--- config.mk ---
export PLATFORM = sky130hd
export DESIGN_NAME = mpc_seq
export DESIGN_NICKNAME = d
export VERILOG_FILES = /design/src/hw/mpc_pkg.sv /design/src/hw/mpc_low_timer.sv /design/src/hw/mpc_seq.sv
export SDC_FILE = /design/constraint.sdc
export NUM_CORES = 1
export LEC_CHECK = 0
export BUFFER_PORTS_ARGS = -buffer_cell sky130_fd_sc_hd__buf_2
export CAP_MARGIN = 25
export CORE_ASPECT_RATIO = 2
export CORE_MARGIN = 2
export CORE_UTILIZATION = 30
export DETAILED_ROUTE_END_ITERATION = 8
export SLEW_MARGIN = 20
export SYNTH_ARGS = -nofsm -noshare
export SYNTH_HDL_FRONTEND = slang
export SYNTH_HIERARCHICAL = 1
export SYNTH_SLANG_ARGS = --single-unit
--- constraint.sdc ---
create_clock -name ref_clk -period 3.7 [get_ports ref_clk]
set_clock_uncertainty 0.1 [all_clocks]
set_input_delay 0 -clock ref_clk [delete_from_list [all_inputs] [get_ports ref_clk]]
set_output_delay 0 -clock ref_clk [all_outputs]
set_load 0.005 [all_outputs]
--- src/hw/mpc_pkg.sv ---
package mpc_pkg;
    localparam int unsigned CLK_HZ = 100_000_000;
    localparam int unsigned ON_PULSE_MS = 200;
    localparam int unsigned OFF_PULSE_MS = 4000;
    localparam int unsigned RESTART_PULSE_MS = 400;
    localparam int unsigned ON_PULSE_CYC = ON_PULSE_MS * (CLK_HZ / 1000);
    localparam int unsigned OFF_PULSE_CYC = OFF_PULSE_MS * (CLK_HZ / 1000);
    localparam int unsigned RESTART_PULSE_CYC = RESTART_PULSE_MS * (CLK_HZ / 1000);
    localparam int unsigned CNT_W = 32;
    localparam int unsigned DETACH_WAIT_CYC = 16;
    localparam int unsigned RESET_HOLD_CYC = 16;

    typedef enum logic [4:0] {
        MPC_OFF = 5'h01,
        MPC_ON = 5'h02,
        MPC_DETACH = 5'h04,
        MPC_RESTART = 5'h08,
        MPC_PSM = 5'h10
    } mpc_state_t;

    // control lines as seen at the device pads, active low
    typedef struct packed {
        logic pwr_toggle_n;
        logic restart_n;
        logic wake_n;
    } mpc_pins_t;

    // outward status of the sequencer
    typedef struct packed {
        logic powered;
        logic detach_req;
        logic sys_reset;
        logic psm;
    } mpc_stat_t;
endpackage

--- src/hw/mpc_low_timer.sv ---
`timescale 1ns/100ps
module mpc_low_timer import mpc_pkg::*; #(
    parameter int unsigned W = CNT_W
) (
    input wire logic ref_clk,
    input wire logic rst,
    input wire logic line_n,
    input wire logic [W-1:0] limit,
    output logic released_long
);
    typedef struct packed {
        logic [W-1:0] cnt;
        logic long_seen;
        logic prev_low;
        logic rel;
    } mpc_lt_t;

    mpc_lt_t s_q;
    mpc_lt_t s_d;

    // pulses one cycle on release after a low of at least limit cycles
    always_comb begin
        s_d = s_q;
        s_d.prev_low = !line_n;
        s_d.rel = 1'b0;
        if (!line_n) begin
            if (s_q.cnt < limit) begin
                s_d.cnt = s_q.cnt + {{(W-1){1'b0}}, 1'b1};
            end
            if (s_q.cnt + {{(W-1){1'b0}}, 1'b1} >= limit) begin
                s_d.long_seen = 1'b1;
            end
        end else begin
            s_d.cnt = '0;
            s_d.long_seen = 1'b0;
            s_d.rel = s_q.prev_low && s_q.long_seen;
        end
    end

    always_ff @(posedge ref_clk) begin
        if (rst) begin
            s_q <= '0;
        end else begin
            s_q <= s_d;
        end
    end

    assign released_long = s_q.rel;
endmodule

--- src/hw/mpc_seq.sv ---
`timescale 1ns/100ps
module mpc_seq import mpc_pkg::*; #(
    parameter int unsigned ON_CYC = ON_PULSE_CYC,
    parameter int unsigned OFF_CYC = OFF_PULSE_CYC,
    parameter int unsigned RESTART_CYC = RESTART_PULSE_CYC,
    parameter int unsigned DETACH_CYC = DETACH_WAIT_CYC,
    parameter int unsigned RESET_CYC = RESET_HOLD_CYC
) (
    input wire logic ref_clk,
    input wire logic rst,
    input wire mpc_pins_t pins,
    input wire logic psm_enter,
    input wire logic detach_ack,
    output mpc_stat_t stat
);
    ////////////////////////////////////////////////////////////////
    localparam logic [CNT_W-1:0] ON_LIM = CNT_W'(ON_CYC);
    localparam logic [CNT_W-1:0] OFF_LIM = CNT_W'(OFF_CYC);
    localparam logic [CNT_W-1:0] RST_LIM = CNT_W'(RESTART_CYC);
    localparam logic [15:0] DET_LIM = 16'(DETACH_CYC);
    localparam logic [15:0] RES_LIM = 16'(RESET_CYC);

    logic on_rel;
    logic off_rel;
    logic rst_rel;

    // internal pull-ups live outside, the line is sampled as given
    mpc_low_timer #(.W(CNT_W)) u_on (
        .ref_clk(ref_clk),
        .rst(rst),
        .line_n(pins.pwr_toggle_n),
        .limit(ON_LIM),
        .released_long(on_rel)
    );
    mpc_low_timer #(.W(CNT_W)) u_off (
        .ref_clk(ref_clk),
        .rst(rst),
        .line_n(pins.pwr_toggle_n),
        .limit(OFF_LIM),
        .released_long(off_rel)
    );
    mpc_low_timer #(.W(CNT_W)) u_rst (
        .ref_clk(ref_clk),
        .rst(rst),
        .line_n(pins.restart_n),
        .limit(RST_LIM),
        .released_long(rst_rel)
    );

    ////////////////////////////////////////////////////////////////
    typedef struct packed {
        mpc_state_t st;
        logic [15:0] tmr;
        mpc_stat_t out;
    } mpc_seq_t;

    mpc_seq_t s_q;
    mpc_seq_t s_d;

    always_comb begin
        s_d = s_q;
        case (s_q.st)
            MPC_OFF: begin
                if (on_rel) begin
                    s_d.st = MPC_ON;
                end
            end
            MPC_ON: begin
                if (off_rel) begin
                    s_d.st = MPC_DETACH;
                    s_d.tmr = '0;
                end else if (psm_enter) begin
                    s_d.st = MPC_PSM;
                end
            end
            MPC_PSM: begin
                if (off_rel) begin
                    s_d.st = MPC_DETACH;
                    s_d.tmr = '0;
                end else if (!pins.wake_n) begin
                    s_d.st = MPC_ON;
                end
            end
            MPC_DETACH: begin
                // detach first, power drops on ack or timeout
                s_d.tmr = s_q.tmr + 16'h0001;
                if (detach_ack || s_q.tmr + 16'h0001 >= DET_LIM) begin
                    s_d.st = MPC_OFF;
                end
            end
            MPC_RESTART: begin
                s_d.tmr = s_q.tmr + 16'h0001;
                if (s_q.tmr + 16'h0001 >= RES_LIM) begin
                    s_d.st = MPC_ON;
                end
            end
            default: begin
                s_d.st = MPC_OFF;
            end
        endcase
        // restart overrides all powered states, no detach
        if (rst_rel && s_q.st != MPC_OFF) begin
            s_d.st = MPC_RESTART;
            s_d.tmr = '0;
        end
        s_d.out.powered = s_d.st != MPC_OFF;
        s_d.out.detach_req = s_d.st == MPC_DETACH;
        s_d.out.sys_reset = s_d.st == MPC_RESTART;
        s_d.out.psm = s_d.st == MPC_PSM;
    end

    always_ff @(posedge ref_clk) begin
        if (rst) begin
            s_q.st <= MPC_OFF;
            s_q.tmr <= 16'h0000;
            s_q.out <= '0;
        end else begin
            s_q <= s_d;
        end
    end

    assign stat = s_q.out;

    ////////////////////////////////////////////////////////////////
    // bounds on how long the detach and system reset phases last, hold checks for the other phases
    localparam int DET_SPAN = DETACH_CYC;
    localparam int RES_HOLD = RESET_CYC - 1;
endmodule

==> Word level (Yosys, flattened, before mapping) <==
Index checks and enable logic that the tools add are counted.
{ "totals": {"wordCells": 68, "regBits": 129} }
{ "classes": {"magnitude_cmp": 7, "n_reduce_logical": 16, "n_mux": 11, "n_bitwise": 2, "n_eq_ne": 11, "add_sub_neg": 4} }
{ "ops": {"columns": ["cell", "n"], "rows": [
  ["$add 32x1->32 const B", 3],
  ["$mux 5", 7],
  ["$ge 32x25->1 const B", 1],
  ["$ge 32x26->1 const B", 1],
  ["$ge 32x29->1 const B", 1],
  ["$lt 32x25->1 const B", 1],
  ["$lt 32x26->1 const B", 1],
  ["$lt 32x29->1 const B", 1],
  ["$pmux 16 s2", 1],
  ["$pmux 5 s5", 1],
  ["$mux 21", 1],
  ["$add 16x1->16 const B", 1],
  ["$ge 16x5->1 const B", 1],
  ["$mux 16", 1],
  ["$reduce_or 2->1", 7],
  ["$eq 5x3->1 const B", 2],
  ["$eq 5x4->1 const B", 2],
  ["$eq 5x5->1 const B", 2],
  ["$ne 5x1->1 const B", 2],
  ["$eq 5x1->1 const B", 1],
  ["$eq 5x2->1 const B", 1],
  ["$logic_and 1x1->1", 4],
  ["$logic_not 1->1", 2],
  ["$ne 2x1->1 const B", 1],
  ["other kinds (4)", 5]
]} }

==> Depth between registers and ports, before layout <==
Gate-level depths: netlist (run 1).
{ "logic_depth": {"word_depth": 7, "mapped_depth": 15, "mapped_depth_nobuf": 13} }

==> By module <==
Netlist (run 1), hierarchy kept.
{ "by_module_without_submodules": {"columns": ["module", "cells_each", "seq_area_each_um2", "n_inst", "area_each_um2"], "rows": [
  ["mpc_low_timer", 430, 700.7, 3, 3500.9],
  ["mpc_seq", 197, 500.5, 1, 1556.5]
]} }

==> Least setup slack after synthesis (run 1) <==
OpenSTA, ideal clock, no wires.
{ "synth_timing": {"path_type": "register to register", "startpoint": "reg u_rst/s_q[5] in the netlist's numbering", "endpoint": "reg u_rst/s_q[2] in the netlist's numbering", "required_ps": 3469, "stages_incl_launch_ff": 15, "setup_slack_ps": 604, "t_arrival_ps": 2866, "path_cell_list": "dfxtp_1 -> nand4_2 -> or4_4 -> buf_6 -> or3_1 -> buf_6 -> nor2_4 -> xor2_1 -> ha_1 -> a21o_1 -> a21o_1 -> a21oi_1 -> a21oi_1 -> nor3_1 -> a21oi_1"} }
{ "synth_via": {"elab_chain_len": 2} }
{ "synth_lines": {"columns": ["item", "line_no", "text"], "rows": [
  ["from (decl)", "mpc_low_timer.sv:18", "mpc_lt_t s_q;"],
  ["from (signal assigned)", "mpc_low_timer.sv:42", "s_q <= '0;"],
  ["from (signal assigned)", "mpc_low_timer.sv:44", "s_q <= s_d;"],
  ["$add 32x1->32", "mpc_low_timer.sv:30", "if (s_q.cnt + {{(W-1){1'b0}}, 1'b1} >= limit) begin"],
  ["$ge 32x26->1", "mpc_low_timer.sv:30", null]
]} }
No other way between the ends.
A chain may end at the register's enable or synchronous reset.

==> Worst setup path after layout (run 1) <==
{ "layout_timing": {"startpoint": "reg u_on/s_q[12] in the netlist's numbering", "endpoint": "reg u_on/s_q[2] in the netlist's numbering"} }
{ "layout_via": {"elab_chain_len": 2} }
{ "layout_lines": {"columns": ["item", "line_no"], "rows": [
  ["from (decl)", "mpc_low_timer.sv:18"],
  ["from (signal assigned)", "mpc_low_timer.sv:42"],
  ["from (signal assigned)", "mpc_low_timer.sv:44"],
  ["$add 32x1->32", "mpc_low_timer.sv:30"],
  ["$ge 32x25->1", "mpc_low_timer.sv:30"]
]} }
No other way between the ends.

==> results of run 1 <==
-- layout by cell type (no fill, tap or decap), drive strengths merged, types with 36 or more instances in the layout --
master	instances
ha	196
a21oi	157
dfxtp	130
inv	118
conb	99
nand2	86
xnor2	83
o31ai	75
or4	74
nand3	60
nand4	60
nor2	52
o21ai	51
buf	36
-- logic make-up after synthesis --
logic type,Yosys count,synth area share
compound gates,397,0.210
xor+xnor,93,0.0675
fa+ha+maj,196,0.203
buf+inv,189,0.0667
flops,130,0.216
mux,1,0.000830
other cells,2,0.000623
simple gates,479,0.235
-- per-stage QoR --
stage	cell area, um2	power [mW]	setup TNS [ns]	util	setup slack [ns]
2_1_floorplan	12400	1.61	0	-	0.604
3_3_place_gp	13000	1.66	0	0.329	0.177
3_5_place_dp	13000	1.66	0	0.330	0.175
4_1_cts	13800	3.68	0	0.348	0.159
5_1_grt	13900	3.79	-0.0623	0.350	-0.0531
6_report	13900	3.64	0	0.350	0.244
-- routing by layer --
layer  global-route usage  wire [um]  vias to the layer above
met4                0.103       1930                        0
met1                0.144      11600                     5311
met3               0.0189        597                       92
met5                    0          0                        -
met2                0.315      18100                      179
li1                     -          -                     5677
-- timing repair --
action,4_1_cts,5_1_grt
endpoints found under the hold margin,17,0
gates resized for setup,0,11
setup endpoints to repair,0,3
hold buffers,7,0
-- critical path, cell delays in order, from the launching register on --
cell	delay (ns)
dfxtp_1	0.47
nand3_1	0.29
or4_4	0.63
or3_1	0.48
nor2_4	0.14
xor2_1	0.08
ha_1	0.31
nand4_1	0.16
nor4_2	0.35
o311ai_0	0.19
a21oi_1	0.18
-- final timing paths --
kind / endpoint / slack (ns) / cells after the start
worst max register to register: u_on/s_q[2] / 0.24 / 10
worst min-delay path: stat[3] / 0.28 / 3
worst max-delay path: u_on/s_q[2] / 0.24 / 10
worst min register to register: u_rst/released_long / 0.40 / 1
-- state kept, by name, indices dropped and copies added (netlist names) --
| name | cells |
|---|---|
| u_rst/s_q | 34 |
| s_q | 21 |
| u_rst/released_long | 1 |
| u_off/s_q | 34 |
| u_on/s_q | 34 |
| u_off/released_long | 1 |
| stat | 4 |
| u_on/released_long | 1 |
-- power by group --
group	internal (mW)	switching [mW]
registers	1.40	0.00583
logic	0.0830	0.156
clock network	1.24	0.750
total	2.73	0.911
-- cell type report --
cell class | count | area [um2]
Inverter | 113 | 424
Multi-Input combinational cell | 1265 | 9120
Clock buffer | 18 | 439
Clock inverter | 14 | 236
Timing Repair Buffer | 43 | 373
Sequential cell | 130 | 2600
Tap cell | 525 | 657
Fill cell | 4128 | 25700
==> results.cfg, run 1 <==
[pwr]
p_leak_nw = 5.53
power.density_nw_per_um2 = 263
irDropWorstVdd_uv = 319

[yosys]
yosys_warnings = 6
synthFlopType = dfxtp_1
synth_common_cells = ha_1, a21oi_1, dfxtp_1
syn_area_um2 = 12100
seq_area_frac_synth = 0.216
async_reset_ff_frac = 0
synthTopCellsByArea = dfxtp_1, ha_1, a21oi_1
synth.distinct_cells = 69
ys_ff_latch = 130
synth_edf_count = 0
synth_top_area_cell = dfxtp_1
yosys.cell_count.top_type = ha_1
synthCells = 1487
syn_area_per_cell_um2 = 8.11
synth_top_area_share = 0.216

[clock_network]
clk_pin_slew_ns = 0.07
root_buffer = clkbuf_16
clk_latency_ns = 0.44
cts_tree = done
clock_path_buffers = 2
cts_buffers = 17
postCtsSetupRepairBufs = 0
htreeDepth = 4
cts.sinks = 130

[sta]
hold_viol_final = 0
min_period_ns = 3.46
fmax_mhz = 289
max_slew.worst_pin.slew_ns = 0.858
worst_slew_margin_rel = 0.423
finalSetupViolCount = 0
drv_slew = 0
finalCritPeriodShare = 0.934
hold_ws_ns = 0.280

[worst_setup_path]
startpoint_type = flop
crit_path_max_fanout = 7
required_ns = 3.95
worstReg2RegStart = u_on/s_q[12]
crit_arrival_ns = 3.71
path_class = reg2reg
critPathCaptureType = flop
crit_path_start = u_on/s_q[12]

[floorplan]
fp.dieW_um = 146
coreArea_um2 = 39600
start_util = 0.305
dieHeight_um = 288
num_rows = 103
fp.dieArea_um2 = 41900
ios = 11

[drt]
initialDrtViolationCount = 388
first_pass_iters = 5
vias = 11300
totalWireLength_um = 32300
vias_per_cell = 5.34
route.detailed.drc = 0
wire_per_inst_um = 15.3
ant_nets = 0

[placement]
place_inst = 2069
io_buffers = 10
place.gp.congestion = 0.829
dp_hpwl_um = 24900

[hold_path]
hold_start = detach_ack
hp-class = in2reg

[grt]
first_global_vias = 11200
grt_max_degree = 47
gr-total-overflow = 0
grt_pass1_wl_um = 53700
grt_use_total = 0.156
grt_antenna_before_repair = 0

[final_layout]
fin_cells = 2108
n_antenna_cell = 0
area_delta_synth_final_pct = 14.9
final_nets = 1773
post_route_cells_drive_above_1_share = 0.0840

[outcome]
outcome = complete, no violations

[flow_run]
cap_violations = 0
Power figures use the tool's default switching activity.
==> run 2, diff against run 1 <==
Settings changed: ABC_CLOCK_PERIOD_IN_PS set to 3700, CTS_BUF_LIST set to sky130_fd_sc_hd__clkbuf_4.
==> results.cfg, run 2 (synthesis results as in run 1) <==
[final_layout]
final_nets = 1774
final_util = 0.343
reg_top3 = u_off/s_q: 34 flops, u_on/s_q: 34 flops, u_rst/s_q: 34 flops
mostFrequentLayoutCell = ha_1
area_delta_synth_final_pct = 12.6
final_cell_mix = ha_1, a21oi_1, dfxtp_1
final_cell_area_um2 = 13600
post_route_cells_drive_above_1_share = 0.0852

[clock_network]
root_buffer = clkbuf_4
cts_tree = done
cts.sinks = 130
clk_latency_ns = 0.61
clock_path_buffers = 2
postCtsSetupRepairBufs = 0
htreeDepth = 4
clk_pin_slew_ns = 0.14
cts_buffers = 17

[pwr]
irDropWorstVdd_uv = 154
power.density_nw_per_um2 = 217
p_leak_nw = 5.42
power.total_mw = 2.95

[drt]
totalWireLength_um = 32300
route.detailed.drc = 0
vias = 11300
routed.top_layer = met4
wire_per_inst_um = 15.3
first_pass_iters = 5
vias_per_cell = 5.35
dr_wl_met2_um = 18100
wl_met1_um = 11500
ant_nets = 0
route.met3.wl_um = 582
initialDrtViolationCount = 385

[placement]
dp_hpwl_um = 24900
io_buffers = 10
postPlaceCellArea_um2 = 13000
place.gp.congestion = 0.829
place_worst_setup_slack_ns = 0.175

[floorplan]
start_util = 0.305
dieHeight_um = 288
ios = 11
fp.dieW_um = 146
num_rows = 103
coreArea_um2 = 39600
fp.dieArea_um2 = 41900

[worst_setup_path]
max_stage_delay_ns = 0.63
rr_worst_depth = 10
crit_path_top_delay_cell = or4_4
crit_path_max_fanout = 7
crit_path_cell_trace = nand3_1, or4_4, or3_1, nor2_4, xor2_1, ha_1, nand4_1, nor4_2, o311ai_0, a21oi_1
crit_arrival_ns = 3.90
required_ns = 4.14
critPathCaptureType = flop
startpoint_type = flop
path_class = reg2reg

[grt]
grt_max_degree = 47
first_global_vias = 11100
grt_use_total = 0.156
grt_pass1_wl_um = 53600
gr-total-overflow = 0
grt_antenna_before_repair = 1

[sta]
rsz0062_at_grt = yes
hold_viol_final = 0
min_period_ns = 3.46
finalCritPeriodShare = 0.934
finalSetupViolCount = 0
fmax_mhz = 289
max_slew.worst_pin.slew_ns = 0.850
drv_slew = 0
worst_slew_margin_rel = 0.428
hold_ws_ns = 0.0995
layout_setup_ws_ns = 0.243

[hold_path]
hp-class = in2reg
whs_path_depth = 3

[outcome]
outcome = complete, no violations

[flow_run]
cap_violations = 0
-- run 2: critical path, delay by kind of cell, from the launching register on --
kind,cells,cell delay [ns]
and+or+nand+nor,6,2.04
DFF,1,0.49
AOI/OAI and AO/OA,2,0.36
adders and majority gates,1,0.31
xor gates and xnor gates,1,0.08
-- run 2: per-stage QoR --
step                      cells  TNS (ns)
after global placement     2068         0
final                      2110         0
after detailed placement   2069         0
after CTS                  2109         0
after floorplan            1584         0
after global routing       2110   -0.0515
-- run 2: layout make-up --
cell class	count	area, um2
Multi-Input combinational cell	1265	9140
Timing Repair Buffer	44	383
Clock inverter	15	240
Tap cell	525	657
Clock buffer	17	128
Fill cell	4162	26000
Antenna cell	1	2.50
Sequential cell	130	2600
Inverter	113	424
-- run 2: worst paths after layout --
| kind | startpoint | endpoint | slack [ns] |
|---|---|---|---|
| worst max-delay path | u_on/s_q[12] | u_on/s_q[2] | 0.24 |
| worst min-delay path | detach_ack | s_q[20] | 0.1 |
| worst max register to register | u_on/s_q[12] | u_on/s_q[2] | 0.24 |
| worst min register to register | u_rst/s_q[1] | u_rst/released_long | 0.41 |
-- run 2: repair_timing --
action	4_1_cts	5_1_grt
gates resized for setup	0	15
setup endpoints to repair	0	3
hold endpoints to repair	45	0
hold buffers	8	0
-- run 2: routing by layer --
metal,GRT usage,vias up
li1,-,5690
met1,0.144,5323
met2,0.315,172
met3,0.0195,93
met4,0.104,0
met5,0,-
-- run 2: where the power goes --
group	internal, mW	switching, mW
Clock	0.627	0.671
Sequential	1.41	0.00589
Combinational	0.0830	0.156
==> run 3, diff against run 2 <==
Settings changed: REMOVE_ABC_BUFFERS set to 1.
==> results.cfg, run 3 (synthesis results as in run 1) <==
[outcome]
outcome = complete, no violations

[placement]
place.gp.congestion = 0.848
place_worst_setup_slack_ns = 0.275
postPlaceCellArea_um2 = 13100
dp_hpwl_um = 23900
io_buffers = 10

[worst_setup_path]
path_class = reg2reg
critPathCaptureType = flop
crit_path_start = u_on/s_q[3]
crit_arrival_ns = 3.87
required_ns = 4.13
worstReg2RegStart = u_on/s_q[3]
startpoint_type = flop
crit_path_max_fanout = 7

[sta]
min_period_ns = 3.44
finalSetupViolCount = 0
finalSetupTns_ns = 0
fmax_mhz = 291
worst_slew_margin_rel = 0.452
layout_setup_ws_ns = 0.262
rsz0062_at_grt = no
finalCritPeriodShare = 0.929
drv_slew = 0
max_slew.worst_pin.slew_ns = 0.820
hold_viol_final = 0

[final_layout]
final_util = 0.340
area_delta_synth_final_pct = 11.5
fillers = 4187
post_route_cells_drive_above_1_share = 0.0824
final_cell_area_um2 = 13400
final_cell_mix = ha_1, a21oi_1, dfxtp_1
multi_input_area_um2 = 9070
mostFrequentLayoutCell = ha_1
seq_area_um2 = 2600
reg_top3 = u_off/s_q: 34 flops, u_on/s_q: 34 flops, u_rst/s_q: 34 flops
final_nets = 1780

[pwr]
power.total_mw = 2.59
p_leak_nw = 5.32
irDropWorstVdd_uv = 143
power.density_nw_per_um2 = 193

[clock_network]
clk_latency_ns = 0.62
htreeDepth = 4
cts_tree = done
postCtsSetupRepairBufs = 0
clock_path_buffers = 2
clk_pin_slew_ns = 0.12
cts.sinks = 130
cts_buffers = 17
root_buffer = clkbuf_4

[floorplan]
fp.dieW_um = 146
fp.dieArea_um2 = 41900
start_util = 0.305
ios = 11
dieHeight_um = 288
num_rows = 103
coreArea_um2 = 39600

[drt]
initialDrtViolationCount = 390
first_pass_iters = 5
totalWireLength_um = 30900
vias = 11100
ant_nets = 0
wire_per_inst_um = 14.6
route.detailed.drc = 0
vias_per_cell = 5.26

[grt]
grt_pass1_wl_um = 51500
grt_antenna_before_repair = 2
first_global_vias = 11000
gr-total-overflow = 0
grt_use_total = 0.149
grt_max_degree = 65

[flow_run]
cap_violations = 0

[hold_path]
hold_start = detach_ack
hp-class = in2reg
==> run 3: power by group <==
part / switching (mW) / internal (mW) / total (mW)
Clock: 0.597 / 0.345 / 0.942
Combinational: 0.155 / 0.0838 / 0.239
Sequential: 0.00608 / 1.40 / 1.41
Total: 0.758 / 1.83 / 2.59
==> run 3: metrics by stage <==
step                      cells  hold WS, ns
after CTS                  2113       0.0299
after global placement     2073        0.126
after detailed placement   2073        0.126
after floorplan            1508     0.000920
after global routing       2115       0.0572
final                      2115       0.0969
==> run 3: per-layer routing <==
metal	vias to the layer above	wire, um	GRT usage
li1	5694	-	-
met1	5271	11300	0.133
met2	114	18100	0.319
met3	51	558	0.0219
met4	2	867	0.0657
met5	-	11	0
==> run 3: final timing paths <==
kind	end	slack (ns)	cells after the start
worst max-delay path	u_on/s_q[2]	0.26	11
worst min-delay path	s_q[20]	0.1	3
worst max register to register	u_on/s_q[2]	0.26	11
worst min register to register	u_rst/released_long	0.40	1
==> run 3: layout make-up <==
cell class	count	share of cell area
Tap cell	525	0.0489
Multi-Input combinational cell	1265	0.675
Antenna cell	1	0.000186
Clock inverter	11	0.00670
Clock buffer	20	0.0112
Timing Repair Buffer	50	0.0330
Inverter	113	0.0316
Sequential cell	130	0.194
==> run 3: repair_timing <==
item	in CTS	in global routing
endpoints found under the hold margin	33	0
endpoints found under the setup margin	0	1
hold buffers	9	0
resized for setup	0	4
==> run 3: worst max-delay path, stage by stage, from the launching register on <==
cell and delay [ns]:
dfxtp_1 0.47, ha_1 0.24, nand3_1 0.25, nor4_2 0.40
nand4_1 0.26, or2_2 0.38, xnor2_1 0.13, ha_1 0.29
nand4_1 0.12, nor4_1 0.35, o311ai_0 0.20, a21oi_1 0.18
